[src/mpp_defs.vh]
// Constants for the multiplexed port pin controller: register byte offsets,
// reset values, field positions and port indices.
// Assumes a 32-bit Avalon-MM bus with byte addresses and a single 25 MHz clock.
// How it works
// - Ports 1, 2, 3, 7, 12 and 13 each have a mode register that picks port or alternate use per bit; the port 5 and 6 mode bits only gate the pull-up.
// - Each per-bit port has its own direction register in which a one makes that pin an input, except port 12 alternate pins and expansion bus pins.
// - Port 4 takes mode and direction for all eight pins at once from the memory expansion mode register.
// - Ports 1 to 5, port 7 and pins 4 to 7 of port 6 get a pull-up only as inputs with their low option bit set.
// - Ports 12 and 13 get a pull-up only as inputs with their high option bit set.
// - Port 1 pins used as converter analog inputs never have a pull-up.
// - In memory expansion mode port 4 carries the multiplexed low address and data bus with pull-ups off.
// - In memory expansion mode port 5 drives address bits 8 to 15 with pull-ups off.
// - In memory expansion mode port 6 carries read, write and address latch strobes, and wait when wait insertion is on, with pull-ups off.
// - With memory expansion on but wait insertion off, the wait pin stays an ordinary port pin.
// - A falling edge on any port 4 pin sets the test input flag.
// - Port 6 pins 0 to 3 are open-drain outputs whose pull-ups are only a fixed build option.
// - Port 7 has three bits, port 13 two bits and the other ports eight bits each.
// - In alternate mode port 12 outputs real-time data updated on a trigger.
`ifndef MPP_DEFS_VH
`define MPP_DEFS_VH

`define MPP_PORT_W 8
`define MPP_NPORTS 9
`define MPP_PINS_W 72
`define MPP_P7_W 3
`define MPP_P13_W 2

// Port indices in the register arrays.
`define MPP_IDX_P1 0
`define MPP_IDX_P2 1
`define MPP_IDX_P3 2
`define MPP_IDX_P4 3
`define MPP_IDX_P5 4
`define MPP_IDX_P6 5
`define MPP_IDX_P7 6
`define MPP_IDX_P12 7
`define MPP_IDX_P13 8

// Byte offsets; array groups hold one word per port index.
`define MPP_ADDR_W 9
`define MPP_GRP_LATCH 3'h0
`define MPP_GRP_DIR 3'h1
`define MPP_GRP_MODE 3'h2
`define MPP_GRP_PIN 3'h3
`define MPP_GRP_MISC 3'h4
`define MPP_OFS_LOW_PULLUP 4'h0
`define MPP_OFS_HIGH_PULLUP 4'h1
`define MPP_OFS_MEMX 4'h2
`define MPP_OFS_STATUS 4'h3
`define MPP_OFS_MASK 4'h4

// Reset values.
`define MPP_RST_LATCH 8'h00
`define MPP_RST_DIR 8'hFF
`define MPP_RST_MODE 8'h00
`define MPP_RST_OPT 8'h00
`define MPP_RST_MEMX 3'h4

// Memory expansion mode register fields.
`define MPP_MEMX_EXT_EN 0
`define MPP_MEMX_WAIT_EN 1
`define MPP_MEMX_P4_IN 2

// Status and mask fields.
`define MPP_ST_FALL 0

// Port 6 pin positions.
`define MPP_P6_RD 4
`define MPP_P6_WR 5
`define MPP_P6_WAIT 6
`define MPP_P6_ADDRESS_LATCH_STROBE 7
`define MPP_P6_OD_MASK 8'h0F
`define MPP_P6_PU_MASK 8'hF0

`endif

[src/mpp_port_ctrl.v]
// Port pin multiplexer: latches, direction, mode and pull-up control for
// ports 1 to 7, 12 and 13, with an Avalon-MM register slave and one interrupt.
// Assumes peripheral signals arrive on clk and pins are asynchronous.
//
// Implementation choices: the register offsets and the Avalon-MM register port.
`timescale 1ns/1ps
`default_nettype none
`include "mpp_defs.vh"
module mpp_port_ctrl #(
    parameter P6_OD_PULLUP = 0
) (
    input wire clk,
    input wire resetn,
    input wire [8:0] avs_address,
    input wire avs_read,
    input wire avs_write,
    input wire [31:0] avs_writedata,
    input wire [3:0] avs_byteenable,
    output reg [31:0] avs_readdata,
    output reg avs_waitrequest,
    output reg irq,
    input wire [7:0] p1_in,
    output reg [7:0] p1_out,
    output reg [7:0] p1_oe,
    output reg [7:0] p1_pullup,
    input wire [7:0] p2_in,
    output reg [7:0] p2_out,
    output reg [7:0] p2_oe,
    output reg [7:0] p2_pullup,
    input wire [7:0] p3_in,
    output reg [7:0] p3_out,
    output reg [7:0] p3_oe,
    output reg [7:0] p3_pullup,
    input wire [7:0] p4_in,
    output reg [7:0] p4_out,
    output reg [7:0] p4_oe,
    output reg [7:0] p4_pullup,
    input wire [7:0] p5_in,
    output reg [7:0] p5_out,
    output reg [7:0] p5_oe,
    output reg [7:0] p5_pullup,
    input wire [7:0] p6_in,
    output reg [7:0] p6_out,
    output reg [7:0] p6_oe,
    output reg [7:0] p6_pullup,
    input wire [2:0] p7_in,
    output reg [2:0] p7_out,
    output reg [2:0] p7_oe,
    output reg [2:0] p7_pullup,
    input wire [7:0] p12_in,
    output reg [7:0] p12_out,
    output reg [7:0] p12_oe,
    output reg [7:0] p12_pullup,
    input wire [1:0] p13_in,
    output reg [1:0] p13_out,
    output reg [1:0] p13_oe,
    output reg [1:0] p13_pullup,
    input wire [7:0] p2_alt_out,
    input wire [7:0] p3_alt_out,
    input wire [2:0] p7_alt_out,
    input wire [7:0] low_addr_data_bus_out,
    input wire low_addr_data_bus_oe,
    output reg [7:0] low_addr_data_bus_in,
    input wire [7:0] upper_address_bus,
    input wire read_strobe_n,
    input wire write_strobe_n,
    input wire address_latch_strobe,
    output reg ext_wait,
    input wire [7:0] realtime_output_bits,
    input wire realtime_trigger,
    output reg [7:0] converter_analog_inputs,
    output reg dac_output_zero,
    output reg dac_output_one,
    output reg falling_edge_test_flag
);
    reg [7:0] latch [0:8];
    reg [7:0] dir [0:8];
    reg [7:0] mode [0:8];
    reg [7:0] low_pullup_option_reg;
    reg [1:0] high_pullup_option_reg;
    reg [2:0] memory_expansion_mode_reg;
    reg [0:0] status;
    reg [0:0] mask;
    reg [7:0] rtp_hold;
    reg [7:0] next_rtp_hold;
    reg [31:0] next_readdata;
    reg [7:0] n_out [0:8];
    reg [7:0] n_oe [0:8];
    reg [7:0] n_pu [0:8];
    wire [71:0] pins_raw;
    wire [71:0] pins_sync;
    wire [71:0] pins_prev;
    wire [7:0] p4_sync;
    wire [7:0] p4_prev;
    wire p4_fall;
    wire ext_on;
    wire wait_on;
    wire [2:0] grp;
    wire [3:0] idx;
    wire acc_done;
    integer i;

    // Pull-up applies only to port-mode inputs whose option bit is set.
    function [7:0] port_pull;
        input [7:0] d;
        input [7:0] m;
        input opt;
        begin
            port_pull = d & ~m & {8{opt}};
        end
    endfunction

    // Byte-lane merge of an 8-bit field from the write data.
    function [7:0] lane0;
        input [7:0] old;
        input [31:0] wd;
        input [3:0] be;
        begin
            lane0 = be[0] ? wd[7:0] : old;
        end
    endfunction

    assign pins_raw = {6'h00, p13_in, p12_in, 5'h00, p7_in, p6_in, p5_in,
                       p4_in, p3_in, p2_in, p1_in};
    mpp_sync #(
        .WIDTH(`MPP_PINS_W)
    ) u_sync (
        .clk(clk),
        .resetn(resetn),
        .async_in(pins_raw),
        .sync_out(pins_sync),
        .sync_prev(pins_prev)
    );

    assign p4_sync = pins_sync[`MPP_IDX_P4*`MPP_PORT_W +: `MPP_PORT_W];
    assign p4_prev = pins_prev[`MPP_IDX_P4*`MPP_PORT_W +: `MPP_PORT_W];
    assign p4_fall = |(p4_prev & ~p4_sync);
    assign ext_on = memory_expansion_mode_reg[`MPP_MEMX_EXT_EN];
    assign wait_on = ext_on & memory_expansion_mode_reg[`MPP_MEMX_WAIT_EN];
    assign grp = avs_address[8:6];
    assign idx = avs_address[5:2];
    assign acc_done = (avs_read | avs_write) & ~avs_waitrequest;

    // Read data mux; unmapped offsets read as zero.
    always @* begin
        next_readdata = 32'h00000000;
        case (grp)
            `MPP_GRP_LATCH: begin
                if (idx < `MPP_NPORTS)
                    next_readdata[7:0] = latch[idx];
            end
            `MPP_GRP_DIR: begin
                if (idx < `MPP_NPORTS)
                    next_readdata[7:0] = dir[idx];
            end
            `MPP_GRP_MODE: begin
                if (idx < `MPP_NPORTS)
                    next_readdata[7:0] = mode[idx];
            end
            `MPP_GRP_PIN: begin
                if (idx < `MPP_NPORTS)
                    next_readdata[7:0] = pins_sync[idx*`MPP_PORT_W +: `MPP_PORT_W];
            end
            `MPP_GRP_MISC: begin
                case (idx)
                    `MPP_OFS_LOW_PULLUP: next_readdata[7:0] = low_pullup_option_reg;
                    `MPP_OFS_HIGH_PULLUP: next_readdata[1:0] = high_pullup_option_reg;
                    `MPP_OFS_MEMX: next_readdata[2:0] = memory_expansion_mode_reg;
                    `MPP_OFS_STATUS: next_readdata[0:0] = status;
                    `MPP_OFS_MASK: next_readdata[0:0] = mask;
                    default: next_readdata = 32'h00000000;
                endcase
            end
            default: next_readdata = 32'h00000000;
        endcase
    end

    // Every access answers one cycle after it appears and completes the next edge.
    always @(posedge clk or negedge resetn) begin
        if (!resetn) begin
            avs_waitrequest <= 1'b1;
            avs_readdata <= 32'h00000000;
        end else if (acc_done) begin
            avs_waitrequest <= 1'b1;
        end else if (avs_read | avs_write) begin
            avs_waitrequest <= 1'b0;
            avs_readdata <= next_readdata;
        end
    end

    // Register writes take effect only at the completing edge.
    always @(posedge clk or negedge resetn) begin
        if (!resetn) begin
            for (i = 0; i < `MPP_NPORTS; i = i + 1) begin
                latch[i] <= `MPP_RST_LATCH;
                dir[i] <= `MPP_RST_DIR;
                mode[i] <= `MPP_RST_MODE;
            end
            low_pullup_option_reg <= `MPP_RST_OPT;
            high_pullup_option_reg <= 2'h0;
            memory_expansion_mode_reg <= `MPP_RST_MEMX;
            mask <= 1'h0;
        end else if (avs_write && !avs_waitrequest) begin
            case (grp)
                `MPP_GRP_LATCH: begin
                    if (idx < `MPP_NPORTS)
                        latch[idx] <= lane0(latch[idx], avs_writedata, avs_byteenable);
                end
                `MPP_GRP_DIR: begin
                    if (idx < `MPP_NPORTS)
                        dir[idx] <= lane0(dir[idx], avs_writedata, avs_byteenable);
                end
                `MPP_GRP_MODE: begin
                    if (idx < `MPP_NPORTS)
                        mode[idx] <= lane0(mode[idx], avs_writedata, avs_byteenable);
                end
                `MPP_GRP_MISC: begin
                    case (idx)
                        `MPP_OFS_LOW_PULLUP: low_pullup_option_reg <=
                            lane0(low_pullup_option_reg, avs_writedata, avs_byteenable);
                        `MPP_OFS_HIGH_PULLUP: begin
                            if (avs_byteenable[0])
                                high_pullup_option_reg <= avs_writedata[1:0];
                        end
                        `MPP_OFS_MEMX: begin
                            if (avs_byteenable[0])
                                memory_expansion_mode_reg <= avs_writedata[2:0];
                        end
                        `MPP_OFS_MASK: begin
                            if (avs_byteenable[0])
                                mask <= avs_writedata[0:0];
                        end
                        default: mask <= mask;
                    endcase
                end
                default: mask <= mask;
            endcase
        end
    end

    // Sticky falling-edge flag; a new edge wins over a write-one clear.
    always @(posedge clk or negedge resetn) begin
        if (!resetn) begin
            status <= 1'h0;
            irq <= 1'b0;
            falling_edge_test_flag <= 1'b0;
        end else begin
            if (p4_fall)
                status[`MPP_ST_FALL] <= 1'b1;
            else if (avs_write && !avs_waitrequest && grp == `MPP_GRP_MISC &&
                     idx == `MPP_OFS_STATUS && avs_byteenable[0] &&
                     avs_writedata[`MPP_ST_FALL])
                status[`MPP_ST_FALL] <= 1'b0;
            irq <= |(status & mask);
            falling_edge_test_flag <= status[`MPP_ST_FALL];
        end
    end

    // Real-time data is only taken on the trigger, so the pins move together.
    always @* begin
        next_rtp_hold = rtp_hold;
        if (realtime_trigger)
            next_rtp_hold = realtime_output_bits;
    end

    always @(posedge clk or negedge resetn) begin
        if (!resetn)
            rtp_hold <= 8'h00;
        else
            rtp_hold <= next_rtp_hold;
    end

    // Pin drive selection; direction bit one means input.
    always @* begin
        for (i = 0; i < `MPP_NPORTS; i = i + 1) begin
            n_out[i] = latch[i];
            n_oe[i] = ~dir[i];
            n_pu[i] = 8'h00;
        end
        // Port 1 alternate use is an analog input: no drive, no pull-up.
        n_oe[`MPP_IDX_P1] = ~dir[`MPP_IDX_P1] & ~mode[`MPP_IDX_P1];
        n_pu[`MPP_IDX_P1] = port_pull(dir[`MPP_IDX_P1], mode[`MPP_IDX_P1],
                                      low_pullup_option_reg[1]);
        // Serial pins keep the software direction; data comes from the peripheral.
        n_out[`MPP_IDX_P2] = (latch[`MPP_IDX_P2] & ~mode[`MPP_IDX_P2]) |
                             (p2_alt_out & mode[`MPP_IDX_P2]);
        n_pu[`MPP_IDX_P2] = port_pull(dir[`MPP_IDX_P2], mode[`MPP_IDX_P2],
                                      low_pullup_option_reg[2]);
        n_out[`MPP_IDX_P3] = (latch[`MPP_IDX_P3] & ~mode[`MPP_IDX_P3]) |
                             (p3_alt_out & mode[`MPP_IDX_P3]);
        n_pu[`MPP_IDX_P3] = port_pull(dir[`MPP_IDX_P3], mode[`MPP_IDX_P3],
                                      low_pullup_option_reg[3]);
        // Port 4 is steered as a whole byte by the expansion register.
        if (ext_on) begin
            n_out[`MPP_IDX_P4] = low_addr_data_bus_out;
            n_oe[`MPP_IDX_P4] = {8{low_addr_data_bus_oe}};
            n_pu[`MPP_IDX_P4] = 8'h00;
        end else begin
            n_oe[`MPP_IDX_P4] = {8{~memory_expansion_mode_reg[`MPP_MEMX_P4_IN]}};
            n_pu[`MPP_IDX_P4] = {8{memory_expansion_mode_reg[`MPP_MEMX_P4_IN] &
                                   low_pullup_option_reg[4]}};
        end
        if (ext_on) begin
            n_out[`MPP_IDX_P5] = upper_address_bus;
            n_oe[`MPP_IDX_P5] = 8'hFF;
        end else begin
            n_pu[`MPP_IDX_P5] = port_pull(dir[`MPP_IDX_P5], mode[`MPP_IDX_P5],
                                          low_pullup_option_reg[5]);
        end
        // Low half of port 6 only sinks current; high level comes from outside.
        n_out[`MPP_IDX_P6] = latch[`MPP_IDX_P6] & `MPP_P6_PU_MASK;
        n_oe[`MPP_IDX_P6] = ~dir[`MPP_IDX_P6] &
                            (`MPP_P6_PU_MASK | ~latch[`MPP_IDX_P6]);
        n_pu[`MPP_IDX_P6] = port_pull(dir[`MPP_IDX_P6], mode[`MPP_IDX_P6],
                                      low_pullup_option_reg[6]) & `MPP_P6_PU_MASK;
        if (P6_OD_PULLUP != 0)
            n_pu[`MPP_IDX_P6] = n_pu[`MPP_IDX_P6] | `MPP_P6_OD_MASK;
        if (ext_on) begin
            n_out[`MPP_IDX_P6][`MPP_P6_RD] = read_strobe_n;
            n_out[`MPP_IDX_P6][`MPP_P6_WR] = write_strobe_n;
            n_out[`MPP_IDX_P6][`MPP_P6_ADDRESS_LATCH_STROBE] = address_latch_strobe;
            n_oe[`MPP_IDX_P6][`MPP_P6_RD] = 1'b1;
            n_oe[`MPP_IDX_P6][`MPP_P6_WR] = 1'b1;
            n_oe[`MPP_IDX_P6][`MPP_P6_ADDRESS_LATCH_STROBE] = 1'b1;
            n_pu[`MPP_IDX_P6][`MPP_P6_RD] = 1'b0;
            n_pu[`MPP_IDX_P6][`MPP_P6_WR] = 1'b0;
            n_pu[`MPP_IDX_P6][`MPP_P6_ADDRESS_LATCH_STROBE] = 1'b0;
        end
        if (wait_on) begin
            n_oe[`MPP_IDX_P6][`MPP_P6_WAIT] = 1'b0;
            n_pu[`MPP_IDX_P6][`MPP_P6_WAIT] = 1'b0;
        end
        n_out[`MPP_IDX_P7] = (latch[`MPP_IDX_P7] & ~mode[`MPP_IDX_P7]) |
                             ({5'h00, p7_alt_out} & mode[`MPP_IDX_P7]);
        n_pu[`MPP_IDX_P7] = port_pull(dir[`MPP_IDX_P7], mode[`MPP_IDX_P7],
                                      low_pullup_option_reg[7]);
        n_out[`MPP_IDX_P12] = (latch[`MPP_IDX_P12] & ~mode[`MPP_IDX_P12]) |
                              (rtp_hold & mode[`MPP_IDX_P12]);
        n_oe[`MPP_IDX_P12] = ~dir[`MPP_IDX_P12] | mode[`MPP_IDX_P12];
        n_pu[`MPP_IDX_P12] = port_pull(dir[`MPP_IDX_P12], mode[`MPP_IDX_P12],
                                       high_pullup_option_reg[0]);
        // Analog outputs take the pin, so the digital driver lets go.
        n_oe[`MPP_IDX_P13] = ~dir[`MPP_IDX_P13] & ~mode[`MPP_IDX_P13];
        n_pu[`MPP_IDX_P13] = port_pull(dir[`MPP_IDX_P13], mode[`MPP_IDX_P13],
                                       high_pullup_option_reg[1]);
    end

    // All pin controls are registered so outputs come straight from flops.
    always @(posedge clk or negedge resetn) begin
        if (!resetn) begin
            p1_out <= 8'h00; p1_oe <= 8'h00; p1_pullup <= 8'h00;
            p2_out <= 8'h00; p2_oe <= 8'h00; p2_pullup <= 8'h00;
            p3_out <= 8'h00; p3_oe <= 8'h00; p3_pullup <= 8'h00;
            p4_out <= 8'h00; p4_oe <= 8'h00; p4_pullup <= 8'h00;
            p5_out <= 8'h00; p5_oe <= 8'h00; p5_pullup <= 8'h00;
            p6_out <= 8'h00; p6_oe <= 8'h00; p6_pullup <= 8'h00;
            p7_out <= 3'h0; p7_oe <= 3'h0; p7_pullup <= 3'h0;
            p12_out <= 8'h00; p12_oe <= 8'h00; p12_pullup <= 8'h00;
            p13_out <= 2'h0; p13_oe <= 2'h0; p13_pullup <= 2'h0;
            low_addr_data_bus_in <= 8'h00;
            ext_wait <= 1'b0;
            converter_analog_inputs <= 8'h00;
            dac_output_zero <= 1'b0;
            dac_output_one <= 1'b0;
        end else begin
            p1_out <= n_out[`MPP_IDX_P1]; p1_oe <= n_oe[`MPP_IDX_P1];
            p1_pullup <= n_pu[`MPP_IDX_P1];
            p2_out <= n_out[`MPP_IDX_P2]; p2_oe <= n_oe[`MPP_IDX_P2];
            p2_pullup <= n_pu[`MPP_IDX_P2];
            p3_out <= n_out[`MPP_IDX_P3]; p3_oe <= n_oe[`MPP_IDX_P3];
            p3_pullup <= n_pu[`MPP_IDX_P3];
            p4_out <= n_out[`MPP_IDX_P4]; p4_oe <= n_oe[`MPP_IDX_P4];
            p4_pullup <= n_pu[`MPP_IDX_P4];
            p5_out <= n_out[`MPP_IDX_P5]; p5_oe <= n_oe[`MPP_IDX_P5];
            p5_pullup <= n_pu[`MPP_IDX_P5];
            p6_out <= n_out[`MPP_IDX_P6]; p6_oe <= n_oe[`MPP_IDX_P6];
            p6_pullup <= n_pu[`MPP_IDX_P6];
            p7_out <= n_out[`MPP_IDX_P7][2:0]; p7_oe <= n_oe[`MPP_IDX_P7][2:0];
            p7_pullup <= n_pu[`MPP_IDX_P7][2:0];
            p12_out <= n_out[`MPP_IDX_P12]; p12_oe <= n_oe[`MPP_IDX_P12];
            p12_pullup <= n_pu[`MPP_IDX_P12];
            p13_out <= n_out[`MPP_IDX_P13][1:0]; p13_oe <= n_oe[`MPP_IDX_P13][1:0];
            p13_pullup <= n_pu[`MPP_IDX_P13][1:0];
            low_addr_data_bus_in <= p4_sync;
            ext_wait <= wait_on & pins_sync[`MPP_IDX_P6*`MPP_PORT_W + `MPP_P6_WAIT];
            converter_analog_inputs <= mode[`MPP_IDX_P1];
            dac_output_zero <= mode[`MPP_IDX_P13][0];
            dac_output_one <= mode[`MPP_IDX_P13][1];
        end
    end
endmodule // mpp_port_ctrl
`default_nettype wire

[src/mpp_sync.v]
// Two-stage synchroniser for the port pin inputs, with a third stage kept
// for edge detection. Assumes pins are asynchronous to clk.
`timescale 1ns/1ps
`default_nettype none
module mpp_sync #(
    parameter WIDTH = 8
) (
    input wire clk,
    input wire resetn,
    input wire [WIDTH-1:0] async_in,
    output reg [WIDTH-1:0] sync_out,
    output reg [WIDTH-1:0] sync_prev
);
    reg [WIDTH-1:0] meta;

    // The first stage feeds only the second; edge logic uses the later stages.
    always @(posedge clk or negedge resetn) begin
        if (!resetn) begin
            meta <= {WIDTH{1'b1}};
            sync_out <= {WIDTH{1'b1}};
            sync_prev <= {WIDTH{1'b1}};
        end else begin
            meta <= async_in;
            sync_out <= meta;
            sync_prev <= sync_out;
        end
    end
endmodule // mpp_sync
`default_nettype wire

[config.mk]
export PLATFORM = sky130hd
export DESIGN_NAME = mpp_port_ctrl
export DESIGN_NICKNAME = d
export VERILOG_FILES = /design/src/mpp_port_ctrl.v /design/src/mpp_sync.v
export VERILOG_INCLUDE_DIRS = /design/src
export SDC_FILE = /design/constraint.sdc
export NUM_CORES = 1
export LEC_CHECK = 0
export BUFFER_PORTS_ARGS = -buffer_cell sky130_fd_sc_hd__buf_2
export CAP_MARGIN = 20
export CORE_MARGIN = 1.5
export CORE_UTILIZATION = 55
export CTS_CLUSTER_DIAMETER = 30
export CTS_CLUSTER_SIZE = 30
export DETAILED_ROUTE_END_ITERATION = 7
export PLACE_DENSITY_LB_ADDON = 0.25
export SLEW_MARGIN = 20
export SYNTH_ARGS = -nofsm -noshare
export SYNTH_HDL_FRONTEND = slang
export SYNTH_SLANG_ARGS = --single-unit
[constraint.sdc]
create_clock -name clk -period 2.4 [get_ports clk]
set_input_delay 0.72 -clock clk [delete_from_list [all_inputs] [get_ports clk]]
set_output_delay 0.72 -clock clk [all_outputs]
set_load 0.005 [all_outputs]
==> results of run 1 <==
cells in the mapped netlist (3+ instances only):
library cell / count / share of area
inv_1: 30 / 0.0051
and2_1: 6 / 0.0017
nor3_1: 7 / 0.0016
a22oi_1: 15 / 0.0051
dfrtp_1: 356 / 0.40
nand2b_1: 34 / 0.0096
mux4_2: 53 / 0.054
a221o_1: 6 / 0.0027
nand4_2: 3 / 0.0017
a31oi_1: 7 / 0.0020
o21a_1: 16 / 0.0054
mux2_2: 225 / 0.11
nand3_2: 7 / 0.0032
a221oi_1: 3 / 0.0012
and3b_1: 8 / 0.0032
a31o_2: 4 / 0.0016
o211ai_1: 10 / 0.0034
buf_2: 13 / 0.0029
or3_1: 3 / 0.00085
o22ai_1: 10 / 0.0028
nand3_1: 21 / 0.0047
nand3_4: 3 / 0.0024
nor2_1: 34 / 0.0057
and3_1: 3 / 0.00085
mux2i_1: 38 / 0.017
nand2_4: 6 / 0.0030
nor2b_1: 7 / 0.0020
or2_2: 3 / 0.00085
o21ai_0: 58 / 0.013
o221ai_1: 3 / 0.0012
nor3b_1: 29 / 0.0098
buf_4: 55 / 0.019
nand4_1: 7 / 0.0020
buf_6: 10 / 0.0051
clkbuf_1: 27 / 0.0046
mux2_1: 14 / 0.0071
dfstp_2: 206 / 0.24
nand2_1: 95 / 0.016
a21oi_1: 11 / 0.0025
nor4_1: 3 / 0.00085
kinds of logic after synthesis:
kind of cell    Yosys count  share of synthesized area
simple gates            295                     0.0779
buf+inv                 140                     0.0378
flops                   562                      0.645
other cells               1                   0.000169
compound gates          159                     0.0469
mux                     330                      0.192
through the flow:
stage                     worst slack (ns)   util  hold WS, ns  power [mW]
after floorplan                    0.00853      -        0.345        10.9
after global placement              -0.401  0.650        0.346        11.8
after detailed placement            -0.484  0.650        0.347        11.9
after CTS                            0.158  0.741     0.000557        26.6
after global routing                0.0296  0.741       0.0147        27.2
final                                0.105  0.741      0.00771        26.5
cell type report:
class                   instances  area, um2
clock inverters                64        808
inverters                      32        120
multi-input cells             817       7170
well taps                     525        657
diodes                          2       5.00
clock buffers                 128       2790
repair buffers                533       3630
fillers                      2507      10300
flip-flops and latches        562      14300
final timing paths:
path / end / cells after the start / startpoint / slack (ns)
setup / recovery: latch[64] / 8 / avs_address[2] / 0.11
hold / removal: low_addr_data_bus_in[0] / 1 / resetn / 0.008
setup reg to reg: mode[66] / 5 / mode[66] / 0.23
hold reg to reg: u_sync.sync_out[8] / 0 / u_sync.meta[8] / 0.35
max in group asynchronous: dir[47] / 3 / resetn / 1.52
min in group clk: u_sync.meta[62] / 1 / p12_in[6] / 0.20
routing by layer:
metal | track usage | wire length (um) | part of all wire | vias to the layer above
met3 | 0.0861 | 6300 | 0.096 | 120
li1 | - | - | - | 6417
met2 | 0.496 | 30500 | 0.47 | 742
met4 | 0.127 | 2080 | 0.032 | 2
met1 | 0.447 | 26700 | 0.41 | 7672
met5 | 0 | 12 | 0.00018 | -
worst max-delay path, delay by kind of cell:
kind                   cells  cell delay [ns]
AND/OR/NAND/NOR            1             0.28
AO/OA/AOI/OAI              2             0.67
multiplexers               1             0.28
buffers and inverters      4             0.87
where the power goes:
group	internal (mW)	total, mW	switching [mW]
Sequential	9.96	10.2	0.231
Clock	9.73	14.7	4.99
Combinational	0.689	1.57	0.876
==> flow_summary.yaml, run 1 <==
outcome:
  status: "finished, final reports clean"
sta:
  fmax_mhz: 436
  fin_setup_tns_ns: 0
  setup_viol: 0
  tightest_slew_ns: 0.795
  hold_viol: 0
  rsz0062_at_grt: "false"
  skew_ns: 0.0241
  slew_violations: 0
  final.period_utilization: 0.956
  timing.slew.headroom: 0.470
  fin_crit_ns: 2.29
logic_synthesis:
  syn_inst: 1487
  ys.flop_type: "dfrtp_1"
  ys_warn_count: 0
  avgSynthCellArea_um2: 14.9
  synth_cell_type_count: 71
  yosysSeqAreaShare: 0.645
  syn-cell-area_um2: 22200
  synth_enable_flop_cells: 0
  synth_seq_cells: 562
  synthArstFlopShare: 1.00
routing:
  drt_iter0_markers: 1116
  vias: 14953
  avgViaCountPerCell: 5.62
  routed_wirelength_mm: 65.6
  final_antenna_net_count: 0
  drc: 0
  wire_per_inst_um: 24.6
  dr.pass1.iters: 6
die:
  die_y_um: 204
  rows: 73
  initial_core_util: 0.557
  die_width_um: 204
  core_um2: 39800
  die_area_um2: 41600
  io_pins: 395
clocking:
  cts_tree: "done"
  cts_buffers: 102
  cts_sinks: 562
  ctsHoldBuffers: 0
  cts-root-buf: "clkbuf_16"
  h-tree-depth: 3
  postCtsSetupBuffers: 0
  clk_latency_ns: 0.62
  cts_resized: 0
  clk_pin_slew_ns: 0.05
  clock_path_buffers: 3
worst_setup_path:
  critPathMostFrequentCell: "buf_4"
  slowest_stage: "a21oi_1"
  critPathMaxStageDelay_ns: 0.61
  required_ns: 2.94
  crit_arrival_ns: 2.84
  critical_path.startpoint_type: "primary input"
  cp_max_fo: 16
  end_kind: "flop"
  crit_type: "in2reg"
  crit_chain: "buf_4 -> buf_4 -> nor4b_4 -> buf_4 -> buf_4 -> a21oi_1 -> a21oi_1 -> mux2_2"
finish:
  fin_cells: 2663
  drive_above_1_share: 0.577
  largest_register: "latch"
  fin_area_um2: 29500
  synthToLayoutAreaGrowth_pct: 32.9
  final_cell_mix: "dfrtp_1, buf_2, mux2_2"
  reg_top3: "latch: 72 flops, dir: 64 flops, mode: 64 flops"
  largest_reg_flops: 72
  fin_nets: 2206
  final_common_cell: "dfrtp_1"
placed_design:
  hpwl_mm: 45.9
  post_dp_cell_area_um2: 25900
  gp_congestion: 0.974
  dp_cells: 2469
  portBuffers: 333
grt:
  grt_pass1_vias: 15867
  grt_first_pass_wirelength_mm: 98.3
  grt_antenna_before_repair: 4
  overflow: 0
  grt_max_degree: 69
  track_usage: 0.325
worst_hold_path:
  hold_path.class: "in2async"
power_and_ir_drop:
  power_density_nw_per_um2: 897
  p_leak_nw: 14.0
  ir_drop_mv: 1.03
run:
  cap_violations: 0
Note: power is estimated with default switching activity, not from simulation.
==> run 2, diff against run 1 <==
PLACE_DENSITY = 0.79   (was unset)
PLACE_DENSITY_LB_ADDON = unset   (was 0.25)
==> run 2 against run 1 <==
First-iteration DRC count is 14% higher. Die area unchanged. Clock power rose by 4%. Sequential power hardly changed. Global-route usage up 1.6 points. Largest power group unchanged.
==> flow_summary.yaml, run 2 (synthesis results as in run 1) <==
grt:
  grt_pass1_vias: 16339
  overflow: 0
  grt_antenna_before_repair: 6
  grt_max_degree: 74
  track_usage: 0.340
  grt_first_pass_wirelength_mm: 103
finish:
  largest_register: "latch"
  final_common_cell: "dfrtp_1"
  fin_area_um2: 29700
  fin_nets: 2211
  synthToLayoutAreaGrowth_pct: 33.6
  final_cell_mix: "dfrtp_1, buf_2, mux2_2"
  reg_top3: "latch: 72 flops, dir: 64 flops, mode: 64 flops"
  largest_reg_flops: 72
  drive_above_1_share: 0.585
  postLayoutCoreUtil: 0.745
worst_setup_path:
  startpoint: "avs_address[3]"
  cp_max_fo: 10
  crit_type: "in2reg"
  end_kind: "flop"
  required_ns: 2.90
  crit_arrival_ns: 2.75
  crit_chain: "buf_2 -> buf_4 -> mux4_2 -> a22oi_1 -> nand2_1 -> o21a_1 -> mux2_2"
  r2r_start: "mode[13]"
  critical_path.startpoint_type: "primary input"
  critical_path_depth: 7
  r2r_slack_ns: 0.16
  critPathMaxStageDelay_ns: 0.35
  critical_path_buf_inv_count: 2
  reg2regPathDepth: 5
  path_delay_family: "multiplexers"
  slowest_stage: "mux4_2"
clocking:
  clock_path_buffers: 3
  cts_sinks: 562
  cts-root-buf: "clkbuf_16"
  postCtsSetupBuffers: 0
  h-tree-depth: 3
  clk_latency_ns: 0.63
  clk_pin_slew_ns: 0.06
  cts_buffers: 107
  cts_tree: "done"
placed_design:
  portBuffers: 333
  gp_congestion: 0.941
  hpwl_mm: 47.2
  post_dp_cell_area_um2: 25900
  preCtsSetupSlack_ns: -0.462
power_and_ir_drop:
  p_total_mw: 27.1
  power_density_nw_per_um2: 912
  ir_drop_mv: 0.662
  p_leak_nw: 14.1
sta:
  fmax_mhz: 445
  setup_viol: 0
  tightest_slew_ns: 0.764
  timing.slew.headroom: 0.491
  rsz0062_at_grt: "false"
  slew_violations: 0
  skew_ns: 0.0161
  fin_crit_ns: 2.25
  setup_ws_ns: 0.152
  hold_viol: 0
  final.period_utilization: 0.937
  fin_setup_tns_ns: 0
die:
  die_width_um: 204
  rows: 73
  die_y_um: 204
  core_um2: 39800
  io_pins: 395
  die_area_um2: 41600
  initial_core_util: 0.557
routing:
  avgViaCountPerCell: 5.76
  routed_wirelength_mm: 69.3
  vias: 15398
  drt_iter0_markers: 1274
  dr.pass1.iters: 7
  drc: 0
  wire_per_inst_um: 25.9
  final_antenna_net_count: 0
worst_hold_path:
  hold_path.class: "in2async"
run:
  cap_violations: 0
outcome:
  status: "finished, final reports clean"
-- run 2: cell count changes in the layout (fill, tap and decap cells not counted), moves of 2 or more --
cell / change
clkbuf_1: -10
clkbuf_16: +4
clkbuf_8: -6
clkinv_2: +9
clkinv_4: +9
clkinvlp_4: +4
diode_2: +2
-- run 2: timing repair --
action	in CTS	in global routing
resized for setup	0	2
endpoints found under the setup margin	0	11
hold buffers	0	0
-- run 2: final timing paths --
kind,endpoint
max in group asynchronous,dir[44]
worst min register to register,u_sync.sync_out[65]
worst max-delay path,mode[29]
worst max register to register,mode[29]
min in group clk,u_sync.meta[27]
worst min-delay path,p2_out[2]
-- run 2: cell type report --
cell class / instances / area [um2]
Clock buffer: 116 / 2770
Sequential cell: 562 / 14300
Clock inverter: 86 / 986
Multi-Input combinational cell: 817 / 7170
Inverter: 32 / 120
Tap cell: 525 / 657
Timing Repair Buffer: 533 / 3620
Antenna cell: 4 / 10.0
Fill cell: 2400 / 10200
-- run 2: metal layers --
| metal | vias up | routed length (um) | global-route usage |
|---|---|---|---|
| met3 | 164 | 6090 | 0.0827 |
| met1 | 7905 | 27200 | 0.448 |
| met5 | - | 0 | 0 |
| met4 | 0 | 2530 | 0.141 |
| met2 | 904 | 33500 | 0.544 |
| li1 | 6425 | - | - |
-- run 2: report_power, final --
| group | leakage, nW | internal, mW | total [mW] | switching (mW) |
|---|---|---|---|---|
| sequential | 6.78 | 9.96 | 10.2 | 0.234 |
| clock | 1.81 | 9.98 | 15.3 | 5.29 |
| combinational | 5.51 | 0.690 | 1.59 | 0.899 |
-- run 2: metrics by stage --
stage / instances / hold WS (ns)
floorplan: 1519 / 0.345
global placement: 2469 / 0.346
detailed placement: 2469 / 0.347
CTS: 2671 / 0.0155
global route: 2675 / 0.0367
finish: 2675 / 0.0374
==> run 3, diff against run 2 <==
CORE_UTILIZATION = 52   (was 55)
PLACE_DENSITY = 0.74   (was 0.79)
SLEW_MARGIN = 5   (was 20)
SYNTH_HIERARCHICAL = 1   (was unset)
==> run 3 against run 2 <==
Non-clock buffer count down 10. Global-route usage fell by 2.5 points. Die area is 9.7% higher. Combinational power grew 26%. Sequential power is 6% higher. Count of clock-buffer cells in the layout grew 18. First-iteration DRC count fell by 16%. Setup slack worse by 0.068 ns. Hold slack gained 0.12 ns. Synthesized area rose by 3.9%. Fmax decreased by 2.9%. Sequential share of layout area increased by 0.49 points.
==> flow_summary.yaml, run 3 <==
outcome:
  status: "finished, final reports clean"
worst_setup_path:
  crit_arrival_ns: 2.83
  crit_chain: "buf_4 -> buf_12 -> mux4_2 -> mux2i_1 -> o21ai_0 -> o21a_1 -> mux2_2"
  critical_path.startpoint_type: "primary input"
  critPathMaxStageDelay_ns: 0.51
  critical_path_buf_inv_count: 2
  slowest_stage: "mux4_2"
  cp_max_fo: 11
  crit_type: "in2reg"
  end_kind: "flop"
  required_ns: 2.92
  path_delay_family: "multiplexers"
die:
  die_y_um: 214
  rows: 76
  io_pins: 395
  initial_core_util: 0.531
  die_area_um2: 45600
  core_um2: 43500
  die_width_um: 214
sta:
  fin_setup_tns_ns: 0
  fin_crit_ns: 2.32
  timing.slew.headroom: 0.551
  final.period_utilization: 0.965
  rsz0062_at_grt: "false"
  fmax_mhz: 432
  slew_violations: 0
  setup_viol: 0
  hold_viol: 0
  setup_ws_ns: 0.0847
  tightest_slew_ns: 0.672
  skew_ns: 0.0285
routing:
  routed_wirelength_mm: 69.3
  met1Wirelength_mm: 28.8
  final_antenna_net_count: 0
  highest_layer: "met5"
  drc: 0
  vias: 15114
  met2_wirelength_mm: 34.3
  dr.pass1.iters: 5
  drt_iter0_markers: 1075
  avgViaCountPerCell: 5.44
  met3_length_mm: 4.34
  wire_per_inst_um: 24.9
power_and_ir_drop:
  switching_power_mw: 6.69
  p_int_mw: 21.0
  p_total_mw: 27.7
  ir_drop_mv: 0.739
  p_comb_frac: 0.072
  switching_share: 0.241
  p_leak_nw: 14.6
  power_density_nw_per_um2: 910
  p_clk_frac: 0.539
  pwr-share-seq: 0.389
finish:
  seqCellArea_um2: 14800
  n_fill_cell: 2873
  multi_input_area_um2: 7550
  reg_top3: "latch: 72 flops, u_sync/meta: 72 flops, u_sync/sync_out: 72 flops"
  synthToLayoutAreaGrowth_pct: 32.0
  final_cell_mix: "dfrtp_1, buf_2, mux2_2"
  drive_above_1_share: 0.591
  final_common_cell: "dfrtp_1"
  fin_nets: 2259
logic_synthesis:
  ys_warn_count: 6
  avgSynthCellArea_um2: 15.0
  syn_inst: 1536
  syn-cell-area_um2: 23100
clocking:
  cts_tree: "done"
  ctsHoldBuffers: 1
  cts-root-buf: "clkbuf_16"
  clock_path_buffers: 3
  h-tree-depth: 3
  clk_pin_slew_ns: 0.06
  cts_sinks: 582
  clk_latency_ns: 0.65
  cts_buffers: 106
  cts_resized: 0
  postCtsSetupBuffers: 0
grt:
  grt_first_pass_wirelength_mm: 103
  track_usage: 0.315
  overflow: 0
  grt_pass1_vias: 16195
  grt_antenna_before_repair: 5
  grt_max_degree: 83
placed_design:
  gp_congestion: 0.921
  portBuffers: 333
  hpwl_mm: 49.4
  preCtsSetupSlack_ns: -0.512
run:
  cap_violations: 0
worst_hold_path:
  hold_path.class: "in2reg"
-- run 3: cell types whose count changed in the layout (fill, tap and decap cells not counted), sizes merged, moves of 12 or more --
cell	before	now
dfstp	206	226
mux2i	38	73
a21oi	12	24
mux2	239	294
clkbuf	116	134
nand3	31	11
mux4	53	26
clkinv	44	23
nor2	34	52
o21ai	60	30
a22oi	15	1
nand2	101	76
-- run 3: worst reg2reg max path: stages (launching register included) --
cell and delay [ns]:
dfstp_2 0.38, mux2i_1 0.24, a2bb2oi_1 0.27, buf_4 0.18, o22ai_1 0.07, o21ai_0 0.37
a21oi_1 0.13, buf_4 0.22, mux2_2 0.29
-- run 3: worst paths after layout --
| path | start | to | slack [ns] | cells after the start |
|---|---|---|---|---|
| setup / recovery | avs_address[2] | mode[45] | 0.08 | 7 |
| hold / removal | p4_in[3] | u_sync/meta[27] | 0.16 | 1 |
| setup reg to reg | dir[64] | dir[32] | 0.16 | 8 |
| hold reg to reg | u_sync/meta[22] | u_sync/sync_out[22] | 0.34 | 0 |
| max in group asynchronous | resetn | u_sync/meta[26] | 1.01 | 3 |
| min in group asynchronous | resetn | mode[60] | 0.58 | 2 |
-- run 3: power by group through the flow --
stage / Combinational (mW) / Clock (mW) / Sequential [mW]
floorplan: 0.905 / 0 / 10.8
global placement: 1.95 / 0 / 10.9
detailed placement: 1.98 / 0 / 10.9
CTS: 2.01 / 15.1 / 10.8
global route: 2.16 / 15.7 / 10.8
finish: 2.00 / 14.9 / 10.8
-- run 3: final cells by class --
class	count	area share
Sequential cell	582	0.488
Clock buffer	134	0.0956
Antenna cell	3	0.000247
Tap cell	585	0.0240
Clock inverter	64	0.0239
Timing Repair Buffer	523	0.116
Inverter	32	0.00395
Multi-Input combinational cell	856	0.248
-- run 3: per-stage QoR --
| stage | instance area (um2) | utilization | std cells | hold WS, ns |
|---|---|---|---|---|
| final | 30400 | 0.700 | 2779 | 0.157 |
| after global placement | 26800 | 0.616 | 2577 | 0.345 |
| after global routing | 30400 | 0.700 | 2777 | 0.144 |
| after CTS | 30400 | 0.700 | 2776 | 0.130 |
| after floorplan | 23200 | - | 1578 | 0.345 |
| after detailed placement | 26800 | 0.616 | 2577 | 0.347 |
-- run 3: layer usage --
layer,vias up,global-route usage
met4,2,0.111
met3,95,0.0668
met2,554,0.517
li1,6559,-
met1,7904,0.416
met5,-,0
